<file path="config.mk">
export PLATFORM = sky130hd
export DESIGN_NAME = sio_shift_unit
export DESIGN_NICKNAME = d
export VERILOG_FILES = /design/src/design/sio_pkg.sv /design/src/design/sio_clk_if.sv /design/src/design/sio_shift_unit.sv /design/src/design/sio_clk_gen.sv
export SDC_FILE = /design/constraint.sdc
export NUM_CORES = 1
export LEC_CHECK = 0
export BUFFER_PORTS_ARGS = -buffer_cell sky130_fd_sc_hd__buf_2
export CAP_MARGIN = 10
export CORE_ASPECT_RATIO = 1.5
export CORE_MARGIN = 2
export CORE_UTILIZATION = 60
export DETAILED_ROUTE_END_ITERATION = 12
export PLACE_DENSITY_LB_ADDON = 0.05
export SYNTH_ARGS = -nofsm -noshare
export SYNTH_HDL_FRONTEND = slang
export SYNTH_SLANG_ARGS = --single-unit
</file>
<file path="constraint.sdc">
create_clock -name i_clk_sys -period 7.5 [get_ports i_clk_sys]
set_input_delay 0 -clock i_clk_sys [delete_from_list [all_inputs] [get_ports i_clk_sys]]
set_output_delay 0 -clock i_clk_sys [all_outputs]
set_load 0.02 [all_outputs]
</file>
<file path="src/design/sio_pkg.sv">
// Constants, register map and types of the synchronous serial shift unit.
// Assumes a 50 MHz main clock and a 32-bit classic Wishbone slave port.
package sio_pkg;
	localparam int CLK_HZ = 50_000_000;
	// Register byte offsets
	localparam logic [7:0] OFS_CONTROL = 8'h20;
	localparam logic [7:0] OFS_STATUS = 8'h24;
	localparam logic [7:0] OFS_TX_BUFFER = 8'h28;
	localparam logic [7:0] OFS_RX_BUFFER = 8'h2C;
	// Control field positions
	localparam int CTL_CLK_LSB = 0;
	localparam int CTL_DIR = 3;
	localparam int CTL_MODE_LSB = 4;
	localparam int CTL_START = 6;
	localparam int CTL_STOP = 7;
	localparam int CTL_DIVSEL = 8;
	localparam int CTL_SLOW = 9;
	// Status field positions
	localparam int ST_TX_UNDERRUN_FLAG = 0;
	localparam int ST_RX_OVERRUN_FLAG = 1;
	localparam int ST_TXEMPTY = 2;
	localparam int ST_RXFULL = 3;
	localparam int ST_ACTIVE = 4;
	localparam int ST_SHIFTING = 5;
	// Codes and reset values
	localparam logic [2:0] CLK_EXTERNAL = 3'h7;
	localparam logic [2:0] CLK_SLOWEST = 3'h0;
	localparam logic [1:0] MODE_TX = 2'h0;
	localparam logic [1:0] MODE_RX = 2'h1;
	localparam logic [7:0] RX_BUF_RESET = 8'h00;
	localparam logic [7:0] TX_BUF_RESET = 8'h00;
	localparam logic [3:0] BITS_PER_BYTE = 4'h8;
	// Low-speed clock: 32768 Hz, divided by 2^4, half period in main cycles
	localparam int LOW_SPEED_HZ = 32_768;
	localparam int LOW_SPEED_HALF_CYCLES = CLK_HZ / ((LOW_SPEED_HZ / 16) * 2);
	localparam int HALF_CNT_W = 16;
	typedef enum logic [1:0] {
		ST_IDLE = 2'b00,
		ST_SHIFT = 2'b01,
		ST_HOLD = 2'b11
	} link_state_t;
endpackage : sio_pkg

</file>
<file path="src/design/sio_clk_if.sv">
// Signals between the shift core and its serial clock unit.
// Assumes both ends run on the same main clock.
`timescale 1ns/1ps
`default_nettype none
interface sio_clk_if;
	logic [2:0] clk_code;
	logic div_sel;
	logic slow_mode;
	logic run;
	logic fall;
	logic rise;
	logic external;
	modport core (output clk_code, output div_sel, output slow_mode, output run, input fall, input rise,
		input external);
	modport gen (input clk_code, input div_sel, input slow_mode, input run, output fall, output rise,
		output external);
endinterface : sio_clk_if
`default_nettype wire

</file>
<file path="src/design/sio_shift_unit.sv">
// Synchronous 8-bit serial shift unit with Wishbone register access.
// Assumes a single 50 MHz clock; clock pin and data input are asynchronous.
`timescale 1ns/1ps
`default_nettype none
module sio_shift_unit import sio_pkg::*; #(
	parameter int LOW_HALF = LOW_SPEED_HALF_CYCLES
) (
	input wire logic i_clk_sys,
	input wire logic i_sys_rst,
	input wire logic i_wb_cyc,
	input wire logic i_wb_stb,
	input wire logic i_wb_we,
	input wire logic [7:0] i_wb_adr,
	input wire logic [3:0] i_wb_sel,
	input wire logic [31:0] i_wb_dat,
	output logic [31:0] o_wb_dat,
	output logic o_wb_ack,
	input wire logic i_sck,
	output logic o_sck,
	output logic o_sck_oe,
	input wire logic i_si,
	output logic o_so,
	output logic o_serial_irq
);
	sio_clk_if clk_bus ();

	// Register state
	logic [2:0] clk_code_r, clk_code_nxt;
	logic dir_r, dir_nxt;
	logic [1:0] mode_r, mode_nxt;
	logic start_r, start_nxt;
	logic divsel_r, divsel_nxt;
	logic slow_r, slow_nxt;
	logic tx_underrun_flag_r, tx_underrun_flag_nxt;
	logic rx_overrun_flag_r, rx_overrun_flag_nxt;
	logic txempty_r, txempty_nxt;
	logic rxfull_r, rxfull_nxt;
	logic [7:0] txbuf_r, txbuf_nxt;
	logic [7:0] rxbuf_r, rxbuf_nxt;
	// Link state
	link_state_t st_r, st_nxt;
	logic [3:0] bit_cnt_r, bit_cnt_nxt;
	logic [7:0] shift_r, shift_nxt;
	logic so_r, so_nxt;
	logic irq_r, irq_nxt;
	logic si_s1_r, si_s2_r;
	// Bus state
	logic ack_r, ack_nxt;
	logic [31:0] rdat_r, rdat_nxt;

	logic req, wr, rd;
	logic tx_on, rx_on, ready, boundary;

	// Bus decode; the access takes effect at the edge where ack rises
	assign req = i_wb_cyc && i_wb_stb && !ack_r;
	assign wr = req && i_wb_we;
	assign rd = req && !i_wb_we;
	assign tx_on = (mode_r != MODE_RX);
	assign rx_on = (mode_r != MODE_TX);
	assign boundary = (bit_cnt_r == 4'h0);
	// Internal clock may start a byte only with data to send when transmitting and room to receive when receiving
	assign ready = (!tx_on || !txempty_r) && (!rx_on || !rxfull_r);

	assign clk_bus.clk_code = clk_code_r;
	assign clk_bus.div_sel = divsel_r;
	assign clk_bus.slow_mode = slow_r;
	assign clk_bus.run = (st_r == ST_SHIFT) || (start_r && ready);

	sio_clk_gen #(
		.LOW_HALF(LOW_HALF)
	) u_clk_gen (
		.i_clk_sys(i_clk_sys),
		.i_sys_rst(i_sys_rst),
		.i_sck(i_sck),
		.o_sck(o_sck),
		.o_sck_oe(o_sck_oe),
		.clk_bus(clk_bus)
	);

	// Read data mux
	function automatic logic [31:0] read_word(input logic [7:0] adr, input logic [31:0] ctl,
		input logic [31:0] sts, input logic [7:0] rxb);
		logic [31:0] v;
		v = 32'h0000_0000;
		case (adr)
			OFS_CONTROL: v = ctl;
			OFS_STATUS: v = sts;
			OFS_RX_BUFFER: v = {24'h00_0000, rxb};
			default: v = 32'h0000_0000; // Transmit buffer and holes read zero
		endcase
		return v;
	endfunction : read_word

	// Bus and register next state
	always_comb begin
		logic [31:0] ctl;
		logic [31:0] sts;
		ctl = 32'h0000_0000;
		sts = 32'h0000_0000;
		ctl[CTL_CLK_LSB +: 3] = clk_code_r;
		ctl[CTL_DIR] = dir_r;
		ctl[CTL_MODE_LSB +: 2] = mode_r;
		ctl[CTL_START] = start_r;
		ctl[CTL_DIVSEL] = divsel_r;
		ctl[CTL_SLOW] = slow_r;
		sts[ST_TX_UNDERRUN_FLAG] = tx_underrun_flag_r;
		sts[ST_RX_OVERRUN_FLAG] = rx_overrun_flag_r;
		sts[ST_TXEMPTY] = txempty_r;
		sts[ST_RXFULL] = rxfull_r;
		sts[ST_ACTIVE] = (st_r != ST_IDLE);
		sts[ST_SHIFTING] = !boundary;
		ack_nxt = req;
		rdat_nxt = rd ? read_word(i_wb_adr, ctl, sts, rxbuf_r) : 32'h0000_0000;

		clk_code_nxt = clk_code_r;
		dir_nxt = dir_r;
		mode_nxt = mode_r;
		start_nxt = start_r;
		divsel_nxt = divsel_r;
		slow_nxt = slow_r;
		tx_underrun_flag_nxt = tx_underrun_flag_r;
		rx_overrun_flag_nxt = rx_overrun_flag_r;
		txempty_nxt = txempty_r;
		rxfull_nxt = rxfull_r;
		txbuf_nxt = txbuf_r;
		rxbuf_nxt = rxbuf_r;
		st_nxt = st_r;
		bit_cnt_nxt = bit_cnt_r;
		shift_nxt = shift_r;
		so_nxt = so_r;
		irq_nxt = 1'b0;

		// Software side effects other than the forced stop come first so that hardware events win
		if (wr && i_wb_adr == OFS_CONTROL && i_wb_sel[0]) begin
			clk_code_nxt = i_wb_dat[CTL_CLK_LSB +: 3];
			dir_nxt = i_wb_dat[CTL_DIR];
			mode_nxt = i_wb_dat[CTL_MODE_LSB +: 2];
			start_nxt = i_wb_dat[CTL_START];
		end
		if (wr && i_wb_adr == OFS_CONTROL && i_wb_sel[1]) begin
			divsel_nxt = i_wb_dat[CTL_DIVSEL];
			slow_nxt = i_wb_dat[CTL_SLOW];
		end
		if (wr && i_wb_adr == OFS_STATUS && i_wb_sel[0]) begin
			if (!i_wb_dat[ST_TX_UNDERRUN_FLAG])
				tx_underrun_flag_nxt = 1'b0;
			if (!i_wb_dat[ST_RX_OVERRUN_FLAG])
				rx_overrun_flag_nxt = 1'b0;
		end
		if (wr && i_wb_adr == OFS_TX_BUFFER && i_wb_sel[0] && txempty_r) begin
			txbuf_nxt = i_wb_dat[7:0];
			txempty_nxt = 1'b0;
		end
		if (rd && i_wb_adr == OFS_RX_BUFFER)
			rxfull_nxt = 1'b0;

		// Shift engine
		case (st_r)
			ST_IDLE, ST_HOLD: begin
				if (!start_r) begin
					st_nxt = ST_IDLE;
				end else if (clk_bus.fall && (clk_bus.external || ready)) begin
					st_nxt = ST_SHIFT;
					bit_cnt_nxt = 4'h1;
					shift_nxt = txbuf_r;
					if (tx_on && txempty_r) begin
						tx_underrun_flag_nxt = 1'b1;
						irq_nxt = 1'b1;
						so_nxt = 1'b1;
					end else if (tx_on) begin
						txempty_nxt = 1'b1; // Buffer handed to shifter
						so_nxt = dir_r ? txbuf_r[0] : txbuf_r[7];
					end
				end
			end
			ST_SHIFT: begin
				if (clk_bus.rise) begin
					shift_nxt = dir_r ? {si_s2_r, shift_r[7:1]} : {shift_r[6:0], si_s2_r};
					if (bit_cnt_r == BITS_PER_BYTE) begin
						bit_cnt_nxt = 4'h0;
						st_nxt = start_r ? ST_HOLD : ST_IDLE;
						irq_nxt = 1'b1;
						if (rx_on && rxfull_r && clk_bus.external) begin
							rx_overrun_flag_nxt = 1'b1;
						end else if (rx_on) begin
							rxbuf_nxt = dir_r ? {si_s2_r, shift_r[7:1]} : {shift_r[6:0], si_s2_r};
							rxfull_nxt = 1'b1;
						end
					end
				end else if (clk_bus.fall) begin
					bit_cnt_nxt = bit_cnt_r + 4'h1;
					if (tx_on && !tx_underrun_flag_r)
						so_nxt = dir_r ? shift_r[0] : shift_r[7];
				end
			end
			default: begin
				st_nxt = ST_IDLE;
				bit_cnt_nxt = 4'h0;
			end
		endcase
		if (st_nxt == ST_IDLE || !tx_on)
			so_nxt = 1'b1;

		// Forced stop overrides everything except the shift register and the control fields other than start
		if (wr && i_wb_adr == OFS_CONTROL && i_wb_sel[0] && i_wb_dat[CTL_STOP]) begin
			start_nxt = 1'b0;
			tx_underrun_flag_nxt = 1'b0;
			rx_overrun_flag_nxt = 1'b0;
			txempty_nxt = 1'b1;
			rxfull_nxt = 1'b0;
			txbuf_nxt = TX_BUF_RESET;
			rxbuf_nxt = RX_BUF_RESET;
			st_nxt = ST_IDLE;
			bit_cnt_nxt = 4'h0;
			so_nxt = 1'b1;
			irq_nxt = 1'b0;
		end
	end

	// Register all state
	always_ff @(posedge i_clk_sys or posedge i_sys_rst) begin
		if (i_sys_rst) begin
			clk_code_r <= CLK_SLOWEST;
			dir_r <= 1'b0;
			mode_r <= MODE_TX;
			start_r <= 1'b0;
			divsel_r <= 1'b0;
			slow_r <= 1'b0;
			tx_underrun_flag_r <= 1'b0;
			rx_overrun_flag_r <= 1'b0;
			txempty_r <= 1'b1;
			rxfull_r <= 1'b0;
			txbuf_r <= TX_BUF_RESET;
			rxbuf_r <= RX_BUF_RESET;
			st_r <= ST_IDLE;
			bit_cnt_r <= 4'h0;
			shift_r <= 8'h00;
			so_r <= 1'b1;
			irq_r <= 1'b0;
			si_s1_r <= 1'b1;
			si_s2_r <= 1'b1;
			ack_r <= 1'b0;
			rdat_r <= 32'h0000_0000;
		end else begin
			clk_code_r <= clk_code_nxt;
			dir_r <= dir_nxt;
			mode_r <= mode_nxt;
			start_r <= start_nxt;
			divsel_r <= divsel_nxt;
			slow_r <= slow_nxt;
			tx_underrun_flag_r <= tx_underrun_flag_nxt;
			rx_overrun_flag_r <= rx_overrun_flag_nxt;
			txempty_r <= txempty_nxt;
			rxfull_r <= rxfull_nxt;
			txbuf_r <= txbuf_nxt;
			rxbuf_r <= rxbuf_nxt;
			st_r <= st_nxt;
			bit_cnt_r <= bit_cnt_nxt;
			shift_r <= shift_nxt;
			so_r <= so_nxt;
			irq_r <= irq_nxt;
			si_s1_r <= i_si;
			si_s2_r <= si_s1_r;
			ack_r <= ack_nxt;
			rdat_r <= rdat_nxt;
		end
	end

	assign o_wb_ack = ack_r;
	assign o_wb_dat = rdat_r;
	assign o_so = so_r;
	assign o_serial_irq = irq_r;
endmodule : sio_shift_unit
`default_nettype wire

</file>
<file path="src/design/sio_clk_gen.sv">
// Serial clock unit: internal rate divider or synchronised external clock.
// Assumes the pin input is asynchronous to the main clock.
`timescale 1ns/1ps
`default_nettype none
module sio_clk_gen import sio_pkg::*; #(
	parameter int LOW_HALF = LOW_SPEED_HALF_CYCLES
) (
	input wire logic i_clk_sys,
	input wire logic i_sys_rst,
	input wire logic i_sck,
	output logic o_sck,
	output logic o_sck_oe,
	sio_clk_if.gen clk_bus
);
	logic [HALF_CNT_W-1:0] cnt_r, cnt_nxt;
	logic sck_r, sck_nxt;
	logic sync1_r, sync2_r, sync3_r;
	logic [HALF_CNT_W-1:0] half;
	logic ext;

	// Half period in main cycles for a clock code
	function automatic logic [HALF_CNT_W-1:0] half_cycles(input logic [2:0] code, input logic dsel,
		input logic slow);
		logic [HALF_CNT_W-1:0] h;
		h = HALF_CNT_W'(2048);
		if (slow || (dsel && code == CLK_SLOWEST))
			h = HALF_CNT_W'(LOW_HALF);
		else if (code != CLK_SLOWEST)
			h = HALF_CNT_W'(16'h0100 >> code);
		return h;
	endfunction : half_cycles

	assign ext = (clk_bus.clk_code == CLK_EXTERNAL);
	assign half = half_cycles(clk_bus.clk_code, clk_bus.div_sel, clk_bus.slow_mode);

	// Internal clock: falls only while run is asked, always returns high
	always_comb begin
		cnt_nxt = cnt_r;
		sck_nxt = sck_r;
		if (ext) begin
			cnt_nxt = '0;
			sck_nxt = 1'b1;
		end else if (!sck_r || clk_bus.run) begin
			if (cnt_r >= half - 1'b1) begin
				cnt_nxt = '0;
				sck_nxt = !sck_r;
			end else begin
				cnt_nxt = cnt_r + 1'b1;
			end
		end else begin
			cnt_nxt = '0;
		end
	end

	always_ff @(posedge i_clk_sys or posedge i_sys_rst) begin
		if (i_sys_rst) begin
			cnt_r <= '0;
			sck_r <= 1'b1;
			sync1_r <= 1'b1;
			sync2_r <= 1'b1;
			sync3_r <= 1'b1;
		end else begin
			cnt_r <= cnt_nxt;
			sck_r <= sck_nxt;
			sync1_r <= i_sck;
			sync2_r <= sync1_r;
			sync3_r <= sync2_r;
		end
	end

	// Edge pulses toward the core
	always_comb begin
		clk_bus.external = ext;
		if (ext) begin
			clk_bus.fall = sync3_r && !sync2_r;
			clk_bus.rise = !sync3_r && sync2_r;
		end else begin
			clk_bus.fall = sck_r && !sck_nxt;
			clk_bus.rise = !sck_r && sck_nxt;
		end
	end

	assign o_sck = sck_r;
	assign o_sck_oe = !ext;
endmodule : sio_clk_gen
`default_nettype wire

</file>
**After elaboration in Yosys (flattened, before gate mapping)**

Cells that the tools add are included.

- Register bits: 100
- Bits of input ports: 51
- Word-level logic and storage cells: 208

- Add/sub/neg operators: 3
- Magnitude comparators: 1
- Equality and inequality tests: 23
- Shift operators: 1
- Mux-type cells: 88
- Reductions and logical operators: 66

Operator list:

| operator | count |
|---|---|
| 2-to-1 mux 8 bit | 12 |
| 2-to-1 mux 16 bit | 5 |
| 2-to-1 mux 1 bit | 52 |
| equality test 8 x 6 -> 1 bit, second input constant | 4 |
| 2-to-1 mux 32 bit | 1 |
| case mux 10 bit (3 select lines) | 1 |
| logical AND 1 bit | 26 |
| 2-to-1 mux 4 bit | 6 |
| nonzero test 2 bit | 9 |
| adder 16 x 1 -> 16 bit, second input constant | 1 |
| greater-or-equal comparator 16 bit | 1 |
| case mux 8 bit (2 select lines) | 1 |
| right shift 9 x 3 -> 16 bit, first input constant | 1 |
| subtractor 16 x 1 -> 16 bit, second input constant | 1 |
| logical NOT 1 bit | 13 |
| 2-to-1 mux 2 bit | 6 |
| inequality test 4 x 2 -> 1 bit, second input constant | 3 |
| inequality test 4 bit, second input constant | 2 |
| case mux 4 bit (2 select lines) | 1 |
| AND reduction 4 bit | 2 |
| logical OR 1 bit | 7 |
| AND reduction 7 bit | 1 |
| inequality test 2 bit, second input constant | 3 |
| inequality test 3 bit, second input constant | 2 |
| other kinds (18) | 21 |

**Longest topological paths before layout**

Gate-level depths: netlist of run 1.

- Depth after elaboration: 20
- Mapped depth: 13
- Mapped depth without buffers: 12

**Modules after synthesis**

A second synthesis of run 1 with hierarchy kept.

- Cell total of the unflattened synthesis: 474
- Area total of the unflattened synthesis: 4,595.7 um2

By module, submodules not included:

| module | times used | cells an instance | area an instance (um2) | seq. area each (um2) |
|---|---|---|---|---|
| sio_shift_unit | 1 | 319 | 3,080.5 | 1,456.4 |
| sio_clk_gen | 1 | 155 | 1,515.2 | 505.5 |

**Worst setup path after synthesis of run 1**

No wires, ideal clock.

- Kind: register -> register
- From: register clk_code_r[1] (netlist: clk_bus.clk_code[1])
- To: register shift_r[6]
- Setup time: 128 ps
- Data arrival time: 3,127 ps
- Setup slack: 4,245 ps
- Cell stages (with the launch flop): 13
- Path buffers: 0
- Period minus slack after synthesis: 3,255 ps
- Cell sequence: dfrtp_1 > nor3_1 > a21oi_1 > and2_1 > ha_1 > a211o_2 > a31oi_1 > o221ai_2 > a211o_4 > a41oi_2 > nand2b_4 > a21oi_4 > mux2_1

- Word-level cells in the longest chain between the ends: 15
- Elaborated cells between the ends (all ways): 23
- Those cells by class: 1 x add/sub; 1 x order compare; 3 x eq/ne; 1 x shift; 7 x mux; 10 x reduce/logical

Ends and longest elaborated chain:

| element | line | text |
|---|---|---|
| start: declaration | sio_shift_unit.sv:28 | `logic [2:0] clk_code_r, clk_code_nxt;` |
| start signal: assignment | sio_shift_unit.sv:245 | `clk_code_r <= clk_code_nxt;` |
| branches (longest 14 deep; another with subtractor 16 x 1 -> 16 bit) | -- |  |
| AND reduction 4 bit (no source line) (*) | -- |  |
| end signal: assignment | sio_shift_unit.sv:259 | `shift_r <= shift_nxt;` |
| end: declaration | sio_shift_unit.sv:43 | `logic [7:0] shift_r, shift_nxt;` |

Mark *: on every way between the ends.
A chain may end at the register's enable or synchronous reset.

**Worst setup path in the final report of run 1**

- From: register clk_code_r[1] (netlist: clk_bus.clk_code[1])
- To: register so_r (netlist: o_so)

- Word-level cells in the longest chain between the ends: 20
- Elaborated cells between the ends (all ways): 36
- Those cells by class: 1 x add/sub; 1 x order compare; 7 x eq/ne; 1 x shift; 13 x mux; 13 x reduce/logical

Ends and longest elaborated chain:

| element | line | text |
|---|---|---|
| branches (longest 20 deep; another with subtractor 16 x 1 -> 16 bit) | -- |  |
| end signal: assignment | sio_shift_unit.sv:260 | `so_r <= so_nxt;` |
| end: declaration | sio_shift_unit.sv:44 | `logic so_r, so_nxt;` |

Several ways; the timed one is not identified.

==> out/results.tsv, run 1 <==
stage	metric	value	unit
run_status	status	finished, final reports clean	
synth	Mapped Cells	466	
placement	port bufs	41	
final_layout	ANT cells	0	
hold_path	worst hold start	i_wb_cyc	
final_layout	fin cells	628	
die	Die Wd	74.8	µm
global_routing	Total Routing Usage GR	25.9	%
global_routing	largest net degree at the start of global routing	79	
final_layout	Area growth syn-to-layout	12.7	%
route	vias post-DR	3494	
setup_path	Worst R2R Start	clk_bus.clk_code[1]	
synth	fraction of registers with async set/reset	100	%
sta	Finish-stage setup viols	0	
synth	synthesized area	0.00451	mm²
clock_tree	H-tree levels	3	
global_routing	total global routing overflow	0	
clock_tree	clock root buffer master	clkbuf_8	
placement	DP Worst Slack	3420	ps
pwr	PD cells	157	mW/mm²
route	Residual DRC	0	
sta	Setup WS post-layout	3350	ps
clock_tree	# resized after CTS	0	
die	Starting Density	62.0	%
route	Via density	5.56	
synth	synth unique cells	69	
route	DR pass1 iterations	4	
sta	hold_ws	92.1	ps
clock_tree	clock latency on the worst-skew pair	360	ps
synth	mean area per synthesized cell	9.68	µm²
final_layout	commonest non-fill, non-tap cell in the layout	dfrtp_1	
route	final WL	10100	µm
sta	setup TNS	0	ps
synth	yosys warns	0	
synth	Post-synth EDFFs	0	
setup_path	flop2flop setup slack	3350	ps
route	drt wl/cell	16.0	µm
final_layout	fraction of layout cells with a size suffix above 1	19.7	%
final_layout	commonest non-fill, non-tap cells in the layout	dfrtp_1, nor2_1, nand2_1, buf_2, a21oi_1	
die	die footprint	0.00824	mm²
setup_path	Crit path arrival time	4450	ps
sta	relative slew slack	18.2	%
pwr	IR drop worst, VDD	0.000117	V
setup_path	FF-to-FF End	o_so	
clock_tree	Post-CTS Hold Buffers	18	
sta	fin crit share	55.3	%
hold_path	WHS Endpoint	o_wb_dat[8]	
placement	dpl cells	594	
clock_tree	CTS tree	done	
hold_path	Hold Path Class	primary input to register	
global_routing	vias in the first global route	3354	
route	drt initial violations	138	
setup_path	R2R depth	12	
sta	setup repair after global routing missed its margin	no	
synth	top_reg_cell synth	dfrtp_1	
clock_tree	CTS Buf Count	9	
placement	GPL Wtd Cong	0.883	
global_routing	antenna violations before repair	0	
hold_path	Hold Path Depth	4	
setup_path	Worst Setup Start Kind	register	
clock_tree	largest buffer count on any clock path	2	
global_routing	first-pass GRT wire length	15900	µm
setup_path	Setup Crit Path Kind	register to register	
setup_path	peak fanout along the critical path	8	
clock_tree	clk slew on worst S/H paths	90	ps
route	Detail Route Antenna Nets	0	
die	top-level port count	88	
pwr	Tot Pwr	0.799	mW
final_layout	Final nets	596	
die	core area	0.00727	mm²
sta	Slew Viols, Final	0	
die	# rows	38	
placement	post-detail-place hpwl	7200	µm
sta	skew final	6.26	ps
synth	post-synthesis sequential area ratio	43.5	%
sta	Hold Fails Final Rpt	0	
sta	FMAX	0.241	GHz
synth	Seq cells post-synth	78	
clock_tree	postcts setup bufs	0	
die	Die H	110	µm
setup_path	worst endpoint required time	7800	ps
sta	measured slew at the worst slew-check pin	1220	ps
pwr	Leakage	2.37	nW
job	max cap viols	0	
clock_tree	CTS sink count	78	
setup_path	CP endpoint kind	register	
sta	min Tclk post-route	4150	ps
metrics by stage:
stage | utilization [%] | instance area, µm²
floorplan | - | 4600
global placement | 64.6 | 4700
detailed placement | 64.6 | 4700
CTS | 69.9 | 5080
global route | 69.9 | 5080
finish | 69.9 | 5080
kinds of logic after synthesis:
group | after synthesis | synth area share [%]
other cells | 2 | 0.166
compound gates | 84 | 13.1
buf+inv | 56 | 6.85
flops | 78 | 43.5
mux | 39 | 9.18
xor+xnor | 14 | 2.72
fa+ha+maj | 22 | 6.10
simple gates | 171 | 18.3
critical path: stages, from the launching register on:
cell	delay (ps)
dfrtp_1	470
nor3_1	610
a21oi_1	290
and2_1	230
ha_1	170
a211o_2	280
a31oi_1	180
o221ai_2	150
a211oi_1	530
o311ai_0	380
nor4_2	440
o221ai_1	190
nand4b_1	150
power by group:
group	internal (mW)	leakage [nW]	switching [mW]	total, mW
combinational	0.0154	1.24	0.0294	0.0448
clock	0.158	0.0973	0.171	0.329
sequential	0.423	1.03	0.00204	0.425
total	0.597	2.37	0.202	0.799
Yosys cell counts, types with 2 or more instances:
| cell type | count | area share [%] |
|---|---|---|
| mux2_2 | 18 | 4.5 |
| nor2b_1 | 4 | 0.55 |
| nor3b_1 | 3 | 0.50 |
| buf_4 | 23 | 3.8 |
| or2_1 | 2 | 0.28 |
| a211oi_1 | 2 | 0.33 |
| dfstp_2 | 8 | 4.7 |
| nor2_1 | 58 | 4.8 |
| nor3_1 | 4 | 0.44 |
| inv_1 | 18 | 1.5 |
| nand3_1 | 13 | 1.4 |
| mux2i_1 | 20 | 4.4 |
| nand4_1 | 7 | 0.97 |
| and3_1 | 7 | 0.97 |
| a22oi_1 | 5 | 0.83 |
| nand2b_1 | 6 | 0.83 |
| a21oi_1 | 27 | 3.0 |
| o21a_1 | 2 | 0.33 |
| xor2_1 | 10 | 1.9 |
| ha_1 | 22 | 6.1 |
| a21oi_2 | 2 | 0.39 |
| o21ai_0 | 23 | 2.6 |
| a31oi_1 | 3 | 0.42 |
| xnor2_1 | 4 | 0.78 |
| nand2_1 | 50 | 4.2 |
| clkbuf_1 | 11 | 0.92 |
| nand3b_1 | 2 | 0.33 |
| dfrtp_1 | 70 | 39 |
| conb_1 | 2 | 0.17 |
flip-flops by register name, summed over array words and instances (netlist names), 2 cells and up:
| name | cells |
|---|---|
| rxbuf_r | 8 |
| shift_r | 8 |
| u_clk_gen.cnt_r | 16 |
| bit_cnt_r | 4 |
| st_r | 2 |
| o_wb_dat | 10 |
| txbuf_r | 8 |
| mode_r | 2 |
| clk_bus.clk_code | 3 |
how the worst max path moves through the flow:
stage	from	to	slack (ps)	cells after the start
final	clk_bus.clk_code[1]	o_so	3350	12
after detailed placement	clk_bus.clk_code[1]	o_so	3420	12
after floorplan	clk_bus.clk_code[1]	shift_r[6]	4250	12
after CTS	clk_bus.clk_code[1]	o_so	3400	12
after global placement	clk_bus.clk_code[1]	o_so	3570	12
after global routing	clk_bus.clk_code[1]	o_so	3130	12
final cells by class:
class	instances	area [µm²]
fillers	602	2190
clock inverters	7	80.1
repair buffers	61	400
well taps	100	125
clock buffers	9	124
multi-input cells	355	2330
flip-flops and latches	78	1960
inverters	18	67.6
layer usage:
layer  part of all wire [%]  track usage [%]  vias up
li1                       -                -     1691
met1                     40             31.1     1715
met2                     54             44.8       65
met3                    2.4             3.27       23
met4                    3.2             13.1        0
met5                      0                0        -
No activity file was read; power rests on OpenSTA's default activity.
==> inputs of run 2 (changes only) <==
--- a/config.mk
+++ b/config.mk
@@ -5,11 +5,12 @@
 export SDC_FILE = /design/constraint.sdc
 export NUM_CORES = 1
 export LEC_CHECK = 0
+export ABC_AREA = 1
 export BUFFER_PORTS_ARGS = -buffer_cell sky130_fd_sc_hd__buf_2
 export CAP_MARGIN = 10
 export CORE_ASPECT_RATIO = 1.5
 export CORE_MARGIN = 2
-export CORE_UTILIZATION = 60
+export CORE_UTILIZATION = 51
 export DETAILED_ROUTE_END_ITERATION = 12
 export PLACE_DENSITY_LB_ADDON = 0.05
 export SYNTH_ARGS = -nofsm -noshare
==> constraint.sdc (replaced) <==
create_clock -name i_clk_sys -period 3.8 [get_ports i_clk_sys]
set_input_delay 0 -clock i_clk_sys [delete_from_list [all_inputs] [get_ports i_clk_sys]]
set_output_delay 0 -clock i_clk_sys [all_outputs]
set_load 0.02 [all_outputs]
==> run 2 against run 1 <==
Setup slack got worse by 2600 ps. Register-to-register slack got worse by 2600 ps. Synthesized cell count is 24% higher. Die area is 19% higher. Global-route usage fell by 2.0 points. Clock skew rose by 1.6 ps. Routed wire length is 6.9% higher. Largest power group is now the clock network. Flip-flop and latch count unchanged. Total power increased to 2.5 times the previous value. First-iteration DRC count up 42%. Hold slack worse by 63 ps.
==> out/results.tsv, run 2 <==
stage	metric	value	unit	change
run_status	status	finished, final reports clean		unchanged
pwr	Tot Pwr	2.01	mW	was 0.799 mW
die	# rows	42		was 38
global_routing	vias in the first global route	3891		was 3354
final_layout	commonest non-fill, non-tap cells in the layout	nand2_1, inv_1, dfrtp_1, buf_2, o21ai_0		was dfrtp_1, nor2_1, nand2_1, buf_2, a21oi_1
final_layout	area occupied by multi-input gates	0.00218	mm²	was 0.00233 mm²
sta	relative slew slack	52.5	%	was 18.2%
pwr	Clock Power Share	48.6	%	was 41.2%
final_layout	Layout fillers	829		was 602
die	Die Wd	81.6	µm	was 74.8 µm
final_layout	Final nets	715		was 596
route	drt initial violations	196		was 138
global_routing	Total Routing Usage GR	24.0	%	was 25.9%
setup_path	Largest delay share family, worst path	simple AND/OR/NAND/NOR gates		was compound AO/OA/AOI/OAI gates
synth	yosys warns	0		unchanged
global_routing	first-pass GRT wire length	17700	µm	was 15900 µm
global_routing	total global routing overflow	0		unchanged
final_layout	fraction of layout cells with a size suffix above 1	16.2	%	was 19.7%
final_layout	FF/Latch Area	0.00196	mm²	unchanged
route	final WL	10700	µm	was 10100 µm
final_layout	max reg flops	16		unchanged
die	core area	0.00883	mm²	was 0.00727 mm²
global_routing	largest net degree at the start of global routing	42		was 79
placement	DP Area	0.00485	mm²	was 0.00470 mm²
pwr	Leakage	2.90	nW	was 2.37 nW
synth	fraction of registers with async set/reset	100	%	unchanged
hold_path	Hold Path Class	primary input to register		unchanged
sta	setup repair after global routing missed its margin	no		unchanged
pwr	net switching power	0.459	mW	was 0.202 mW
final_layout	post-route design area	0.00534	mm²	was 0.00508 mm²
final_layout	commonest non-fill, non-tap cell in the layout	nand2_1		was dfrtp_1
sta	FMAX	0.330	GHz	was 0.241 GHz
clock_tree	CTS tree	done		unchanged
setup_path	Crit-path slowest cell	o21ai_1		was nor3_1
synth	Mapped Cells	579		was 466
die	top-level port count	88		unchanged
sta	fin crit share	79.8	%	was 55.3%
setup_path	Worst Path Buf+Inv	1		was 0
final_layout	Biggest register	u_clk_gen.cnt_r		unchanged
sta	setup TNS	0	ps	unchanged
synth	Area contributors post-synth	dfrtp_1, nand2_1, inv_1		was dfrtp_1, ha_1, nor2_1
route	Detail Route Antenna Nets	0		unchanged
sta	measured slew at the worst slew-check pin	712	ps	was 1220 ps
job	max cap viols	0		unchanged
placement	port bufs	41		unchanged
synth	Seq cells post-synth	78		unchanged
synth	synthesized area	0.00461	mm²	was 0.00451 mm²
route	vias post-DR	3847		was 3494
setup_path	worst endpoint required time	4060	ps	was 7800 ps
placement	post-detail-place hpwl	8240	µm	was 7200 µm
synth	Yosys top cell area share	38.0	%	was 38.8%
clock_tree	CTS sink count	78		unchanged
synth	top_reg_cell synth	dfrtp_1		unchanged
sta	hold_ws	29.3	ps	was 92.1 ps
clock_tree	postcts setup bufs	0		unchanged
setup_path	Worst Setup Start Kind	register		unchanged
sta	Hold Fails Final Rpt	0		unchanged
synth	Post-synth top cells	nand2_1, inv_1, dfrtp_1, o21ai_0, nor2_1		was dfrtp_1, nor2_1, nand2_1, a21oi_1
clock_tree	clock latency on the worst-skew pair	340	ps	was 360 ps
sta	skew final	7.83	ps	was 6.26 ps
sta	min Tclk post-route	3030	ps	was 4150 ps
pwr	PD cells	376	mW/mm²	was 157 mW/mm²
setup_path	Max stage delay on crit path	430	ps	was 610 ps
clock_tree	H-tree levels	3		unchanged
placement	GPL Wtd Cong	0.879		was 0.883
pwr	IR drop worst, VDD	0.000237	V	was 0.000117 V
route	Via density	5.08		was 5.56
pwr	Pint	1.55	mW	was 0.597 mW
synth	mean area per synthesized cell	7.96	µm²	was 9.68 µm²
synth	synth unique cells	47		was 69
pwr	switching power share of the total	22.8	%	was 25.3%
sta	Slew Viols, Final	0		unchanged
die	Starting Density	52.2	%	was 62.0%
synth	leading area contributor after synthesis	dfrtp_1		unchanged
setup_path	CP endpoint kind	register		unchanged
route	drt wl/cell	14.2	µm	was 16.0 µm
pwr	Sequential Power Share	43.7	%	was 53.2%
clock_tree	CTS Buf Count	9		unchanged
sta	Finish-stage setup viols	0		unchanged
route	Residual DRC	0		unchanged
final_layout	Area growth syn-to-layout	15.9	%	was 12.7%
synth	Post-synth EDFFs	0		unchanged
route	DR pass1 iterations	4		unchanged
global_routing	antenna violations before repair	0		unchanged
clock_tree	largest buffer count on any clock path	2		unchanged
setup_path	peak fanout along the critical path	16		was 8
pwr	part of the power in combinational logic	7.7	%	was 5.6%
setup_path	Setup Crit Path Kind	register to register		unchanged
die	die footprint	0.00983	mm²	was 0.00824 mm²
clock_tree	clk slew on worst S/H paths	60	ps	was 90 ps
setup_path	cells along the critical path	nor2_1 > nand2_1 > o21ai_1 > a21oi_1 > ha_1 > nand2_1 > inv_1 > nand2_1 > nand2_1 > nand2_1 > nand2_1 > nand2_1 > nand2_2 > nand2_4 > nand3_1 > nand2_1 > nor2_8 > nor2_1 > a21oi_1		was nor3_1 > a21oi_1 > and2_1 > ha_1 > a211o_2 > a31oi_1 > o221ai_2 > a211oi_1 > o311ai_0 > nor4_2 > o221ai_1 > nand4b_1
clock_tree	clock root buffer master	clkbuf_16		was clkbuf_8
die	Die H	120	µm	was 110 µm
synth	post-synthesis sequential area ratio	42.6	%	was 43.5%
final_layout	ANT cells	0		unchanged
synth	most frequent cell after synthesis	nand2_1		was dfrtp_1
setup_path	Crit path arrival time	3300	ps	was 4450 ps
setup_path	most used cell along the critical path	nand2_1		
run 2: changes by cell type after synthesis, sizes merged, moves of 5 or more:
cell,change
nand2b,-7
xor2,-6
nor3,+9
nand3,+19
nor2,-15
nand2,+105
inv,+70
and3,-6
mux2,-19
a22oi,-5
a21oi,-8
o21ai,+26
mux2i,-20
clkbuf,-5
run 2: kinds of logic (layout without fill, tap and decap cells):
family	count (synthesis)	count (layout)	share of synthesized area, %
flops	78	78	42.6
fa+ha+maj	22	22	5.97
xor+xnor	8	8	1.52
simple gates	261	261	26.9
other cells	2	25	0.163
compound gates	88	88	10.8
buf+inv	120	165	12.1
run 2: per-stage QoR:
step                setup WS (ps)  std cells  utilization (%)
detailed placement            769        726             54.9
CTS                           718        757             60.5
global route                  418        757             60.5
floorplan                    1220        602                -
finish                        769        757             60.5
global placement              792        726             54.9
run 2: final timing paths:
path / start / endpoint / slack [ps] / cells past startpoint
min: i_wb_sel[1] / clk_bus.slow_mode / 30 / 3
max reg2reg: clk_bus.clk_code[0] / shift_r[7] / 770 / 19
max in group asynchronous: i_sys_rst / txempty_r / 2510 / 4
max: clk_bus.clk_code[0] / shift_r[7] / 770 / 19
min in group asynchronous: i_sys_rst / u_clk_gen.cnt_r[0] / 310 / 3
min reg2reg: si_s1_r / si_s2_r / 350 / 0
run 2: power by group through the flow:
stage          Combinational, mW  Sequential [mW]  Clock [mW]
6_report                   0.155            0.877       0.976
5_1_grt                    0.174            0.878        1.04
4_1_cts                    0.156            0.876       0.992
3_5_place_dp               0.144            0.890           0
3_3_place_gp               0.141            0.890           0
2_1_floorplan              0.114            0.886           0
run 2: metal layers:
metal	vias to the layer above	GRT usage, %	share of wire [%]
li1	1938	-	-
met1	1825	24.8	38
met2	63	44.6	57
met3	21	4.85	2.4
met4	0	11.1	3.0
met5	-	0	0
run 2: area by class of cell:
class                      instances  share of cell area, %
timing repair buffer              61                   7.36
multi-input combinational        404                   40.8
clock buffer                      10                   4.29
sequential                        78                   36.7
clock inverter                     6                   2.06
inverter                          88                   6.21
tap                              110                   2.58
run 2: worst min-delay path: stages:
cell     delay [ps]
buf_2           100
nand3_1         150
a21oi_1          80
run 2: timing repair:
action | 4_1_cts | 5_1_grt
hold buffers | 15 | 0
resized for setup | 0 | 0
hold endpoints to repair | 58 | 0
